**src/hdl/irq_mux_defines.svh**
```systemverilog
// Register offsets, field positions and reset values of the interrupt pin mux.
// Included by the mux alone; definitions only.
`ifndef IRQ_MUX_DEFINES_SVH
`define IRQ_MUX_DEFINES_SVH
`define OFS_SYSTEM_CONTROL 12'h080
`define OFS_DEVICE_CONTROL 12'h084
`define OFS_CARD_CONTROL   12'h088
`define OFS_IRQ_STATUS     12'h08C
`define OFS_IRQ_MASK       12'h090
`define OFS_PIN_STATE      12'h094
`define SC_CLKRUN_EN_BIT   0
`define SC_CLKRUN_SEL_BIT  7
`define SC_PCI_INT_BIT     1
`define SC_DMA_REQ_BIT     2
`define SC_DMA_GNT_BIT     3
`define DC_IRQ9_LO_BIT     1
`define DC_IRQ9_HI_BIT     2
`define CC_RING_EN_BIT     0
`define CC_SPEAKER_BIT     1
`define ST_WIDTH           4
`define ST_GRANT_BIT       0
`define ST_SUSPEND_BIT     1
`define ST_RING_BIT        2
`define ST_CARD_IRQ_BIT    3
`define SERIRQ_FRAME_LEN   5'h12
`define SERIRQ_START_LEN   5'h04
`define SERIRQ_STOP_LEN    5'h03
`define RESET_WORD         32'h0000_0000
`endif

```
**src/hdl/irq_mux_pkg.sv**
```systemverilog
// Types shared by the interrupt pin mux.
// Uses none of the macros in irq_mux_defines.svh.
package irq_mux_pkg;
  // IRQ9 pin modes, bits 2-1 of device control
  typedef enum logic [1:0] {
    IRQ9_PLAIN  = 2'b00,
    IRQ9_SERIAL = 2'b01,
    IRQ9_RSVD2  = 2'b10,
    IRQ9_RSVD3  = 2'b11
  } irq9_mode_t;
  // Serial interrupt frame sequencer
  typedef enum logic [1:0] {
    SER_IDLE  = 2'b00,
    SER_START = 2'b01,
    SER_SLOTS = 2'b10,
    SER_STOP  = 2'b11
  } ser_state_t;
  // Card-side event inputs
  typedef struct packed {
    logic       ring;
    logic       audio;
    logic [7:0] irq;
  } card_in_t;
endpackage : irq_mux_pkg

```
**src/hdl/card_irq_pin_function_mux.sv**
```systemverilog
// Pin function mux for the shared interrupt, DMA, clock-run, ring and speaker pins.
// Assumes an APB master on ref_clk and card inputs synchronous to ref_clk.
//
// Overview of operation
// - IRQ3/IRQ4 pins as ISA or PCI INTA/INTB
// - IRQ7 pin becomes legacy DMA request
// - IRQ11 pin becomes input for DMA grant
// - Device control bits 2-1 pick IRQ9 mode
// - Serial mode carries all IRQs on one pin
// - Plain mode drives IRQ9 for card request
// - Offset 80h bit 0 enables open-drain clock-run
// - Offset 80h bit 7 picks IRQ10 or IRQ12
// - IRQ5 and IRQ14 carry card interrupts in ISA mode only
// - IRQ15 forwards card ring indicate when selected
// - Speaker mode outputs card audio
// - Card control picks speaker or suspend
//
// Register access over APB was decided locally.
`timescale 1ns/1ps
`include "irq_mux_defines.svh"
module card_irq_pin_function_mux
  import irq_mux_pkg::*;
#(
  parameter int IRQ_COUNT = 8
) (
  input  wire logic        ref_clk,
  input  wire logic        rst_n,
  input  wire logic        psel,
  input  wire logic        penable,
  input  wire logic        pwrite,
  input  wire logic [11:0] paddr,
  input  wire logic [31:0] pwdata,
  output logic             pready,
  output logic [31:0]      prdata,
  output logic             pslverr,
  input  wire card_in_t    card_in,
  input  wire logic        dma_request,
  output logic             legacy_dma_grant_in,
  input  wire logic        clkrun_request,
  input  wire logic        suspend_pin_in,
  output logic             suspend_mode,
  output logic             irq3_inta,
  output logic             irq4_intb,
  output logic             irq5,
  output logic             irq7_legacy_dma_request_out,
  output logic             irq9_plain,
  input  wire logic        serial_interrupt_pin_in,
  output logic             serial_interrupt_pin_out,
  output logic             serial_interrupt_pin_oe_n,
  output logic             irq10_out,
  output logic             irq10_oe_n,
  input  wire logic        irq11_in,
  output logic             irq11_out,
  output logic             irq11_oe_n,
  output logic             irq12_out,
  output logic             irq12_oe_n,
  output logic             irq14,
  output logic             ring_indicate_forward,
  output logic             card_audio_out,
  output logic             irq
);

  // Slot indexing and the pin map serve exactly eight requests
  if (IRQ_COUNT != 8) begin : g_count_check
    $error("IRQ_COUNT must be 8");
  end

  ////////////////////////////////////////////////////////////////////////////
  // Registers

  logic [31:0]           system_control;
  logic [31:0]           device_control;
  logic [31:0]           card_control;
  logic [`ST_WIDTH-1:0]  irq_status;
  logic [`ST_WIDTH-1:0]  irq_mask;
  logic                  wr_en;
  logic                  rd_en;
  logic [`ST_WIDTH-1:0]  events;
  logic [`ST_WIDTH-1:0]  prev_src;
  logic [`ST_WIDTH-1:0]  src;
  irq9_mode_t            irq9_mode;

  // Offset match, used for both read and write decode
  function automatic logic hit(input logic [11:0] a, input logic [11:0] ofs);
    hit = (a == ofs);
  endfunction : hit

  function automatic logic mapped(input logic [11:0] a);
    mapped = hit(a, `OFS_SYSTEM_CONTROL) | hit(a, `OFS_DEVICE_CONTROL) |
             hit(a, `OFS_CARD_CONTROL) | hit(a, `OFS_IRQ_STATUS) |
             hit(a, `OFS_IRQ_MASK) | hit(a, `OFS_PIN_STATE);
  endfunction : mapped

  // Zero-wait slave; unmapped access errors
  assign pready  = 1'b1;
  assign pslverr = psel & penable & ~mapped(paddr);
  assign wr_en   = psel & penable & pwrite & mapped(paddr);
  assign rd_en   = psel & ~penable & ~pwrite;

  // Control registers
  always_ff @(posedge ref_clk or negedge rst_n) begin
    if (!rst_n) begin
      system_control <= `RESET_WORD;
      device_control <= `RESET_WORD;
      card_control   <= `RESET_WORD;
      irq_mask       <= '0;
    end else if (wr_en) begin
      if (hit(paddr, `OFS_SYSTEM_CONTROL)) system_control <= pwdata;
      if (hit(paddr, `OFS_DEVICE_CONTROL)) device_control <= pwdata;
      if (hit(paddr, `OFS_CARD_CONTROL))   card_control   <= pwdata;
      if (hit(paddr, `OFS_IRQ_MASK))       irq_mask       <= pwdata[`ST_WIDTH-1:0];
    end
  end

  assign irq9_mode = irq9_mode_t'(device_control[`DC_IRQ9_HI_BIT:`DC_IRQ9_LO_BIT]);

  ////////////////////////////////////////////////////////////////////////////
  // Pin selects

  logic pci_int_mode;
  logic dma_req_mode;
  logic dma_gnt_mode;
  logic clkrun_en;
  logic clkrun_on_12;
  logic ring_mode;
  logic speaker_mode;
  logic serial_mode;
  logic card_any;

  assign pci_int_mode = system_control[`SC_PCI_INT_BIT];
  assign dma_req_mode = system_control[`SC_DMA_REQ_BIT];
  assign dma_gnt_mode = system_control[`SC_DMA_GNT_BIT];
  assign clkrun_en    = system_control[`SC_CLKRUN_EN_BIT];
  assign clkrun_on_12 = system_control[`SC_CLKRUN_SEL_BIT];
  assign ring_mode    = card_control[`CC_RING_EN_BIT];
  assign speaker_mode = card_control[`CC_SPEAKER_BIT];
  assign serial_mode  = (irq9_mode == IRQ9_SERIAL);
  assign card_any     = |card_in.irq;

  // Parallel outputs are silent in serial mode; the frame carries them
  always_ff @(posedge ref_clk or negedge rst_n) begin
    if (!rst_n) begin
      irq3_inta                   <= 1'b0;
      irq4_intb                   <= 1'b0;
      irq5                        <= 1'b0;
      irq7_legacy_dma_request_out <= 1'b0;
      irq9_plain                  <= 1'b0;
      irq14                       <= 1'b0;
      ring_indicate_forward       <= 1'b0;
      card_audio_out              <= 1'b0;
      suspend_mode                <= 1'b0;
      legacy_dma_grant_in         <= 1'b0;
    end else begin
      // Same wire serves both styles; only the style of use differs
      irq3_inta <= ~serial_mode & card_in.irq[0];
      irq4_intb <= ~serial_mode & card_in.irq[1];
      irq5      <= ~serial_mode & ~pci_int_mode & card_in.irq[2];
      irq14     <= ~serial_mode & ~pci_int_mode & card_in.irq[6];
      irq7_legacy_dma_request_out <= dma_req_mode ? dma_request
                                   : (~serial_mode & card_in.irq[3]);
      irq9_plain <= (irq9_mode == IRQ9_PLAIN) & card_in.irq[4];
      ring_indicate_forward <= ring_mode ? card_in.ring
                             : (~serial_mode & card_in.irq[7]);
      card_audio_out <= speaker_mode & card_in.audio;
      suspend_mode   <= ~speaker_mode & suspend_pin_in;
      legacy_dma_grant_in <= dma_gnt_mode & irq11_in;
    end
  end

  // Clock-run pin is open drain: drives low only, enable low while driving
  always_ff @(posedge ref_clk or negedge rst_n) begin
    if (!rst_n) begin
      irq10_out  <= 1'b0;
      irq10_oe_n <= 1'b1;
      irq12_out  <= 1'b0;
      irq12_oe_n <= 1'b1;
      irq11_out  <= 1'b0;
      irq11_oe_n <= 1'b1;
    end else begin
      if (clkrun_en && !clkrun_on_12) begin
        irq10_out  <= 1'b0;
        irq10_oe_n <= ~clkrun_request;
      end else begin
        irq10_out  <= ~serial_mode & card_in.irq[5];
        irq10_oe_n <= 1'b0;
      end
      if (clkrun_en && clkrun_on_12) begin
        irq12_out  <= 1'b0;
        irq12_oe_n <= ~clkrun_request;
      end else begin
        irq12_out  <= ~serial_mode & ~pci_int_mode & card_any;
        irq12_oe_n <= 1'b0;
      end
      // Grant duty turns the pin round to an input
      irq11_out  <= ~dma_gnt_mode & ~serial_mode & card_in.irq[5];
      irq11_oe_n <= dma_gnt_mode;
    end
  end

  ////////////////////////////////////////////////////////////////////////////
  // Serial interrupt frame: start pulse, one slot per request, stop

  ser_state_t ser_state;
  logic [4:0] ser_count;
  logic [IRQ_COUNT-1:0] ser_latched;

  always_ff @(posedge ref_clk or negedge rst_n) begin
    if (!rst_n) begin
      ser_state                 <= SER_IDLE;
      ser_count                 <= '0;
      ser_latched               <= '0;
      serial_interrupt_pin_out  <= 1'b1;
      serial_interrupt_pin_oe_n <= 1'b1;
    end else begin
      case (ser_state)
        SER_IDLE: begin
          serial_interrupt_pin_oe_n <= 1'b1;
          // Frame begins on any request change; a pin fight is avoided by idling
          if (serial_mode && (card_in.irq != ser_latched)) begin
            ser_state                 <= SER_START;
            ser_count                 <= 5'h01; // This cycle already drives low
            ser_latched               <= card_in.irq;
            serial_interrupt_pin_out  <= 1'b0;
            serial_interrupt_pin_oe_n <= 1'b0;
          end
        end
        SER_START: begin
          ser_count <= ser_count + 5'h01;
          if (ser_count == `SERIRQ_START_LEN - 5'h01) begin
            ser_state <= SER_SLOTS;
            ser_count <= '0;
          end
        end
        SER_SLOTS: begin
          // Low slot means request active
          serial_interrupt_pin_out <= ~ser_latched[ser_count[2:0]];
          ser_count <= ser_count + 5'h01;
          if (ser_count == 5'(IRQ_COUNT - 1)) begin
            ser_state <= SER_STOP;
            ser_count <= '0;
          end
        end
        SER_STOP: begin
          serial_interrupt_pin_out <= 1'b1;
          ser_count <= ser_count + 5'h01;
          if (ser_count == `SERIRQ_STOP_LEN - 5'h01) begin
            ser_state <= SER_IDLE;
          end
        end
        default: ser_state <= SER_IDLE;
      endcase
    end
  end

  ////////////////////////////////////////////////////////////////////////////
  // Sticky status, rising edges of events; set wins over clear

  assign src = {card_any, card_in.ring, suspend_mode, legacy_dma_grant_in};
  assign events = src & ~prev_src;

  always_ff @(posedge ref_clk or negedge rst_n) begin
    if (!rst_n) begin
      prev_src   <= '0;
      irq_status <= '0;
    end else begin
      prev_src <= src;
      if (wr_en && hit(paddr, `OFS_IRQ_STATUS)) begin
        irq_status <= (irq_status & ~pwdata[`ST_WIDTH-1:0]) | events;
      end else begin
        irq_status <= irq_status | events;
      end
    end
  end

  assign irq = |(irq_status & irq_mask);

  // Read data registered at setup, valid in access phase
  always_ff @(posedge ref_clk or negedge rst_n) begin
    if (!rst_n) begin
      prdata <= '0;
    end else if (rd_en) begin
      prdata <= '0;
      if (hit(paddr, `OFS_SYSTEM_CONTROL)) prdata <= system_control;
      if (hit(paddr, `OFS_DEVICE_CONTROL)) prdata <= device_control;
      if (hit(paddr, `OFS_CARD_CONTROL))   prdata <= card_control;
      if (hit(paddr, `OFS_IRQ_STATUS))     prdata <= {28'h0000000, irq_status};
      if (hit(paddr, `OFS_IRQ_MASK))       prdata <= {28'h0000000, irq_mask};
      if (hit(paddr, `OFS_PIN_STATE))      prdata <= {21'h00000, serial_interrupt_pin_in, ser_state,
                                                      src, ser_latched[3:0]};
    end
  end
endmodule : card_irq_pin_function_mux

```
**config.mk**
```make
export PLATFORM = sky130hd
export DESIGN_NAME = card_irq_pin_function_mux
export DESIGN_NICKNAME = d
export VERILOG_FILES = /design/src/hdl/irq_mux_pkg.sv /design/src/hdl/card_irq_pin_function_mux.sv
export VERILOG_INCLUDE_DIRS = /design/src /design/src/hdl
export SDC_FILE = /design/constraint.sdc
export NUM_CORES = 1
export LEC_CHECK = 0
export BUFFER_PORTS_ARGS = -buffer_cell sky130_fd_sc_hd__buf_2
export CAP_MARGIN = 20
export CORE_MARGIN = 2
export CORE_UTILIZATION = 55
export CTS_CLUSTER_DIAMETER = 40
export DETAILED_ROUTE_END_ITERATION = 8
export PLACE_DENSITY_LB_ADDON = 0.08
export SETUP_SLACK_MARGIN = 0.5
export SLEW_MARGIN = 10
export SYNTH_ARGS = -nofsm -noshare
export SYNTH_HDL_FRONTEND = slang
export SYNTH_SLANG_ARGS = --single-unit
```
**constraint.sdc**
```tcl
create_clock -name ref_clk -period 2.5 [get_ports ref_clk]
set_clock_uncertainty 0.15 [all_clocks]
set_input_delay 0.5 -clock ref_clk [delete_from_list [all_inputs] [get_ports ref_clk]]
set_output_delay 0.5 -clock ref_clk [all_outputs]
set_load 0.02 [all_outputs]
```
* Word level (Yosys, flattened, before mapping)
Index checks and enable logic that the tools add are counted.
Widths: inputs -> output; s select.
** Cells by class
- $add $sub $neg :: 1
- Magnitude comparators :: 1
- Eq/ne operators :: 18
- Muxes and demuxes :: 27
- Bitwise logic cells :: 42
- Reductions and logical operators :: 17
** Operators with widths (count)
- $mux 32 :: 6
- $eq 12x8->1 const B :: 6
- $and 1x1->1 :: 21
- $pmux 5 s4 :: 1
- $mux 5 :: 3
- $and 4x4->4 :: 3
- $reduce_and 2->1 :: 6
- $eq 5x2->1 const B :: 2
- $mux 1 :: 9
- $not 1->1 :: 9
- $mux 2 :: 4
- $ne 2x2->1 const B :: 4
- $ne 8x8->1 :: 1
- $not 4->4 :: 2
- $or 4x4->4 :: 2
- $pmux 2 s4 :: 1
- $reduce_or 8->1 :: 1
- $add 5x1->5 const B :: 1
- $eq 5x3->1 const B :: 1
- $or 1x1->1 :: 5
- $eq 2x1->1 const B :: 2
- $eq 2x2->1 const B :: 2
- $logic_and 1x1->1 :: 4
- $logic_not 2->1 :: 2
- other kinds (8) :: 8
** Storage, ports and cells
- Flip-flop bits (word level) :: 173
- Input port bits :: 64
- Output and inout bits :: 53
- Word-level logic and storage cells :: 134

* Longest topological paths before layout
- Word-level depth :: 9
- Mapped depth :: 7
- Depth with buffers taken out :: 7

* Worst setup path after synthesis
Ideal clock, no wire load.
- Path type :: input -> register
- From :: in paddr[9]
- To :: reg card_control[10]
- Setup time :: 0.125 ns
- Data arrival time :: 1.752 ns
- Required time :: 2.225 ns
- Setup slack :: 0.473 ns
- Cell stages on the path :: 5
- Path buffers :: 1
- Path through :: nor4_4 -> nand4_2 -> nor2_2 -> buf_4 -> mux2_2
** Between the ends
- Cells in the longest elaborated chain, start to end :: 8
** Ends and longest elaborated chain
- start, declared :: line card_irq_pin_function_mux.sv:31 : input wire logic [11:0] paddr,
- $eq 12x8->1 :: line card_irq_pin_function_mux.sv:85 : hit = (a == ofs);
- $or 1x1->1 (5 in a row) :: line card_irq_pin_function_mux.sv:89 : mapped = hit(a, `OFS_SYSTEM_CONTROL) | hit(a, `OFS_DEVICE_CONTROL) |
- $and 1x1->1 :: line card_irq_pin_function_mux.sv:97 : assign wr_en = psel & penable & pwrite & mapped(paddr);
- $reduce_and 2->1 (no line) (*)
- end signal, assigned :: line card_irq_pin_function_mux.sv:105 : card_control <= `RESET_WORD;
- end signal, assigned :: line card_irq_pin_function_mux.sv:110 : if (hit(paddr, `OFS_CARD_CONTROL)) card_control <= pwdata;
- end, declared :: line card_irq_pin_function_mux.sv:73 : logic [31:0] card_control;
Mark *: on every way between the ends. The rest lies on a longest branch, timed or not.
A chain may end at the register's enable or synchronous reset.

* Worst setup path in the final report
- From :: in paddr[6]
- To :: out pslverr
** Between the ends
- Cells in the longest elaborated chain, start to end :: 8
** Ends and longest elaborated chain
- $eq 12x8->1 :: line card_irq_pin_function_mux.sv:85
- $or 1x1->1 (4 in a row) :: line card_irq_pin_function_mux.sv:89
- $or 1x1->1 (*) :: line card_irq_pin_function_mux.sv:89
- $not 1->1 (*) :: line card_irq_pin_function_mux.sv:96 : assign pslverr = psel & penable & ~mapped(paddr);
- $and 1x1->1 (*) :: line card_irq_pin_function_mux.sv:96
- end, declared :: line card_irq_pin_function_mux.sv:35 : output logic pslverr,
Marked as above.

==> summary.md <==
Across every metal layer, demand over resource in global routing totals 25.75%. The net count of the finished layout is 826. In this run the tool buffered the top-level ports with 115 buffer cells.

The initial utilization of the core area, before any placement, comes to 55.60%. Cell internal power was estimated by the tool at 4.806 mW. The average cell area after synthesis was 12.13 um2; the highest clock frequency the design can meet was 501.0 MHz. Across the whole layout, storage elements account for 0.004335 mm2. Data on the critical path arrives at its endpoint at 1.35 ns. In the routed layout, each cell is associated on average with a via count of 5.717.

The most common cell in the synthesized netlist is dfrtp_1. The signal on the critical path passes through buf_2 -> nor3b_4 -> and3_4 -> a21oi_1 -> buf_2. No sink is reached through more buffers than the 2 on the longest clock path.

The total number of yosys warnings came out at 0. The number of nets produced by synthesis was 699; the placer congestion estimate was 0.8823. Counting the buffers created by CTS gives 17. The floorplan has 43 rows. After synthesis, the largest area contributor takes up 55.11% of total cell area. Power spread over the standard cell area amounts to 699.9 mW/mm2.

In this run, distinct cell masters in the synthesized netlist total 53. The share of total power dissipated in sequential elements is 45.8%. The startpoint kind of the worst setup timing path is a primary input.

For the number of maximum-capacitance violations, the log shows 0. The horizontal extent of the die was 121.8 um. Setup violations remaining at the end of the flow were counted as 0.

Synthesis produced a netlist whose cell count is 629. The post-route minimum period is 1.996 ns. For the relative contribution of combinational cells to total power, the log shows 12.5%. The number of slew-limit violations in the final report is 0, and the number of violations reported at the end of detailed-routing iteration 0 is 275.

The worst-path maximum fanout was 4. The worst setup path is captured at an output pin. The slew at the pin with the worst max-slew slack came out at 0.5897 ns. The first global-routing pass estimated 29320 um of wire. The critical path contains buffers and inverters numbering 2 combined.

From bottom edge to top edge, the die measures 121.8 um. The number of H-tree levels is 4. Counting flops with an async set or reset pin after synthesis yields a share of 100.0%. The run gives 5717 as the number of global-route vias before repair. Setup repair after global routing could not meet its margin everywhere.

The clock-pin slew on the worst setup and hold paths works out to 0.06 ns. For the clock group share of total power, the log shows 41.6%. Counting flops and latches in the post-synthesis netlist gives 173. In the final routed layout, each cell accounts on average for 18.89 um.

Detailed routing inserted a total of 5425 vias. Gate family responsible for the most delay along the worst path: simple AND/OR/NAND/NOR gates. The HPWL after detailed placement is 12190 um. Counting the fill cells in the layout gives 1026.

The routed design has 17930 um of wire. Summed over all cells, the static leakage comes to 4.541 nW. The tools report the number of remaining DRC errors as 0. Combined area of the multi-input logic cells: 0.003040 mm2. The logs give 0 for the count of final hold-check violations and 0 for the count of inserted antenna diode cells. The cell area that synthesis handed to floorplanning was 0.007629 mm2. Yosys attributes the largest share of cell area to dfrtp_1, mux2_2, o221ai_1. The flow ran to the end, and the final reports show no timing, DRC or antenna violations.

The tools report the residual overflow from global routing as 0. The slowest stage of the critical path belongs to the cell nor3b_4. The die covers 0.01483 mm2.

For the area of the core region, the log shows 0.01372 mm2. The initial antenna violation count came out at 0. TritonCTS built the clock tree. The sum of negative setup slack came out at 0 ns. The commonest cells after synthesis are dfrtp_1, mux2_2, nand2_1.

The biggest area contributor in the post-synthesis netlist is dfrtp_1. The endpoint required time on the critical path was 1.85 ns; the fraction of layout instances using a drive strength above 1 was 39.92%. The type of the setup path with the least slack is in -> out. The highest cell delay on the worst timing path was 0.28 ns; the total power draw was 6.430 mW. In this run the power spent charging and discharging nets is 1.624 mW. For this run, the leading register cell type out of synthesis is dfrtp_1.

The count of nets left with antenna violations after detail routing was 0; the area growth from synthesis to final layout was 20.44%. The tree is rooted in a clkbuf_16. The worst hold path belongs to the class in -> reg. The pre-antenna-repair detailed-routing pass consisted of 4 iterations. Top-level I/O count: 117.

At the later pin of the worst-skew pair, clock insertion delay measures 0.43 ns. Headroom to the max-slew limit came out at 60.68%. The tree built by TritonCTS fans out to 173 sinks. The most frequent cell on the critical path is buf_2.

The tools report the sequential-to-total area share from yosys stat as 56.83%. The tools report the worst voltage drop across the vdd grid as 426.3 uV. The portion of the clock cycle consumed by the worst path in the final layout was 79.84%; the number of flops mapped to enable cells by yosys was 0. Entering global routing, the biggest net connects 57 pins.

Fraction of power spent switching nets: 25.26%.
-- flip-flops by register name, summed over array words and instances, names as in the netlist, 2 cells and up --
register	count
system_control	32
ser_state	2
card_control	32
device_control	32
ser_count	5
irq_status	4
irq_mask	4
prdata	32
prev_src	4
ser_latched	8
-- path summary, 6_finish.rpt --
kind                           startpoint                       end  slack, ns  cells after the start
max                              paddr[6]                   pslverr       0.50                      5
min                        clkrun_request                irq12_oe_n       0.06                      2
max reg2reg                  ser_state[1]              ser_state[0]       0.57                      7
min reg2reg                   prev_src[3]             irq_status[3]       0.26                      1
max in group asynchronous           rst_n  serial_interrupt_pin_out       1.04                      3
min in group asynchronous           rst_n            card_audio_out       0.47                      2
-- layout make-up --
cell class	instances	share of cell area [%]
flip-flops and latches	173	47.19
clock inverters	12	1.566
repair buffers	141	9.301
inverters	35	1.430
multi-input cells	388	33.09
clock buffers	20	4.971
well taps	180	2.451
-- power groups by stage --
stage | logic, mW | registers, mW | clock network (mW)
6_report | 0.807 | 2.95 | 2.68
3_5_place_dp | 0.742 | 3.00 | 0
2_1_floorplan | 0.407 | 3.02 | 0
5_1_grt | 0.885 | 2.95 | 2.85
4_1_cts | 0.767 | 2.95 | 2.72
3_3_place_gp | 0.709 | 3.00 | 0
-- through the flow --
stage / std cells / utilization (%) / instance area (um2) / hold slack [ns] / setup slack (ns)
floorplan: 629 / - / 7642 / 0.05441 / 0.4740
global placement: 912 / 61.97 / 8502 / 0.2583 / 0.2075
detailed placement: 912 / 61.97 / 8502 / 0.2604 / 0.1628
CTS: 946 / 66.62 / 9140 / 0.04044 / 0.4635
global route: 949 / 66.97 / 9188 / 0.06006 / 0.4561
finish: 949 / 66.97 / 9188 / 0.05788 / 0.5040
-- layout by cell type, fill, tap and decap left out, types with 9 or more instances in the layout --
cell / count
o21ai_0: 51
o221ai_1: 30
buf_4: 19
nor2_1: 20
clkbuf_16: 17
xor2_1: 9
nand2_1: 53
inv_1: 35
mux2_2: 108
dfrtp_1: 168
buf_2: 114
-- layer usage --
layer	share of wire, %	GRT usage [%]	vias to the layer above	wire length [um]
met5	0	0	-	0
met4	2.5	10.42	0	444
met3	4.3	4.260	32	779
met2	50	43.26	157	9002
met1	43	33.45	2734	7702
li1	-	-	2502	-
-- timing repair --
item | in CTS | in global routing
endpoints found under the setup margin | 10 | 20
hold buffers | 1 | 0
setup buffers | 1 | 3
pin swaps | 1 | 1
hold endpoints to repair | 49 | 0
gates resized for setup | 4 | 6
-- kinds of logic after synthesis --
family	synth area share, %
XOR/XNOR	1.033
buffers and inverters	4.035
AND/OR/NAND/NOR	8.102
other	0.04916
flip-flops	56.83
adder cells (fa/ha/maj)	0.9841
AO/OA/AOI/OAI	11.09
multiplexers	17.88
No activity file was read; power rests on OpenSTA's default activity.
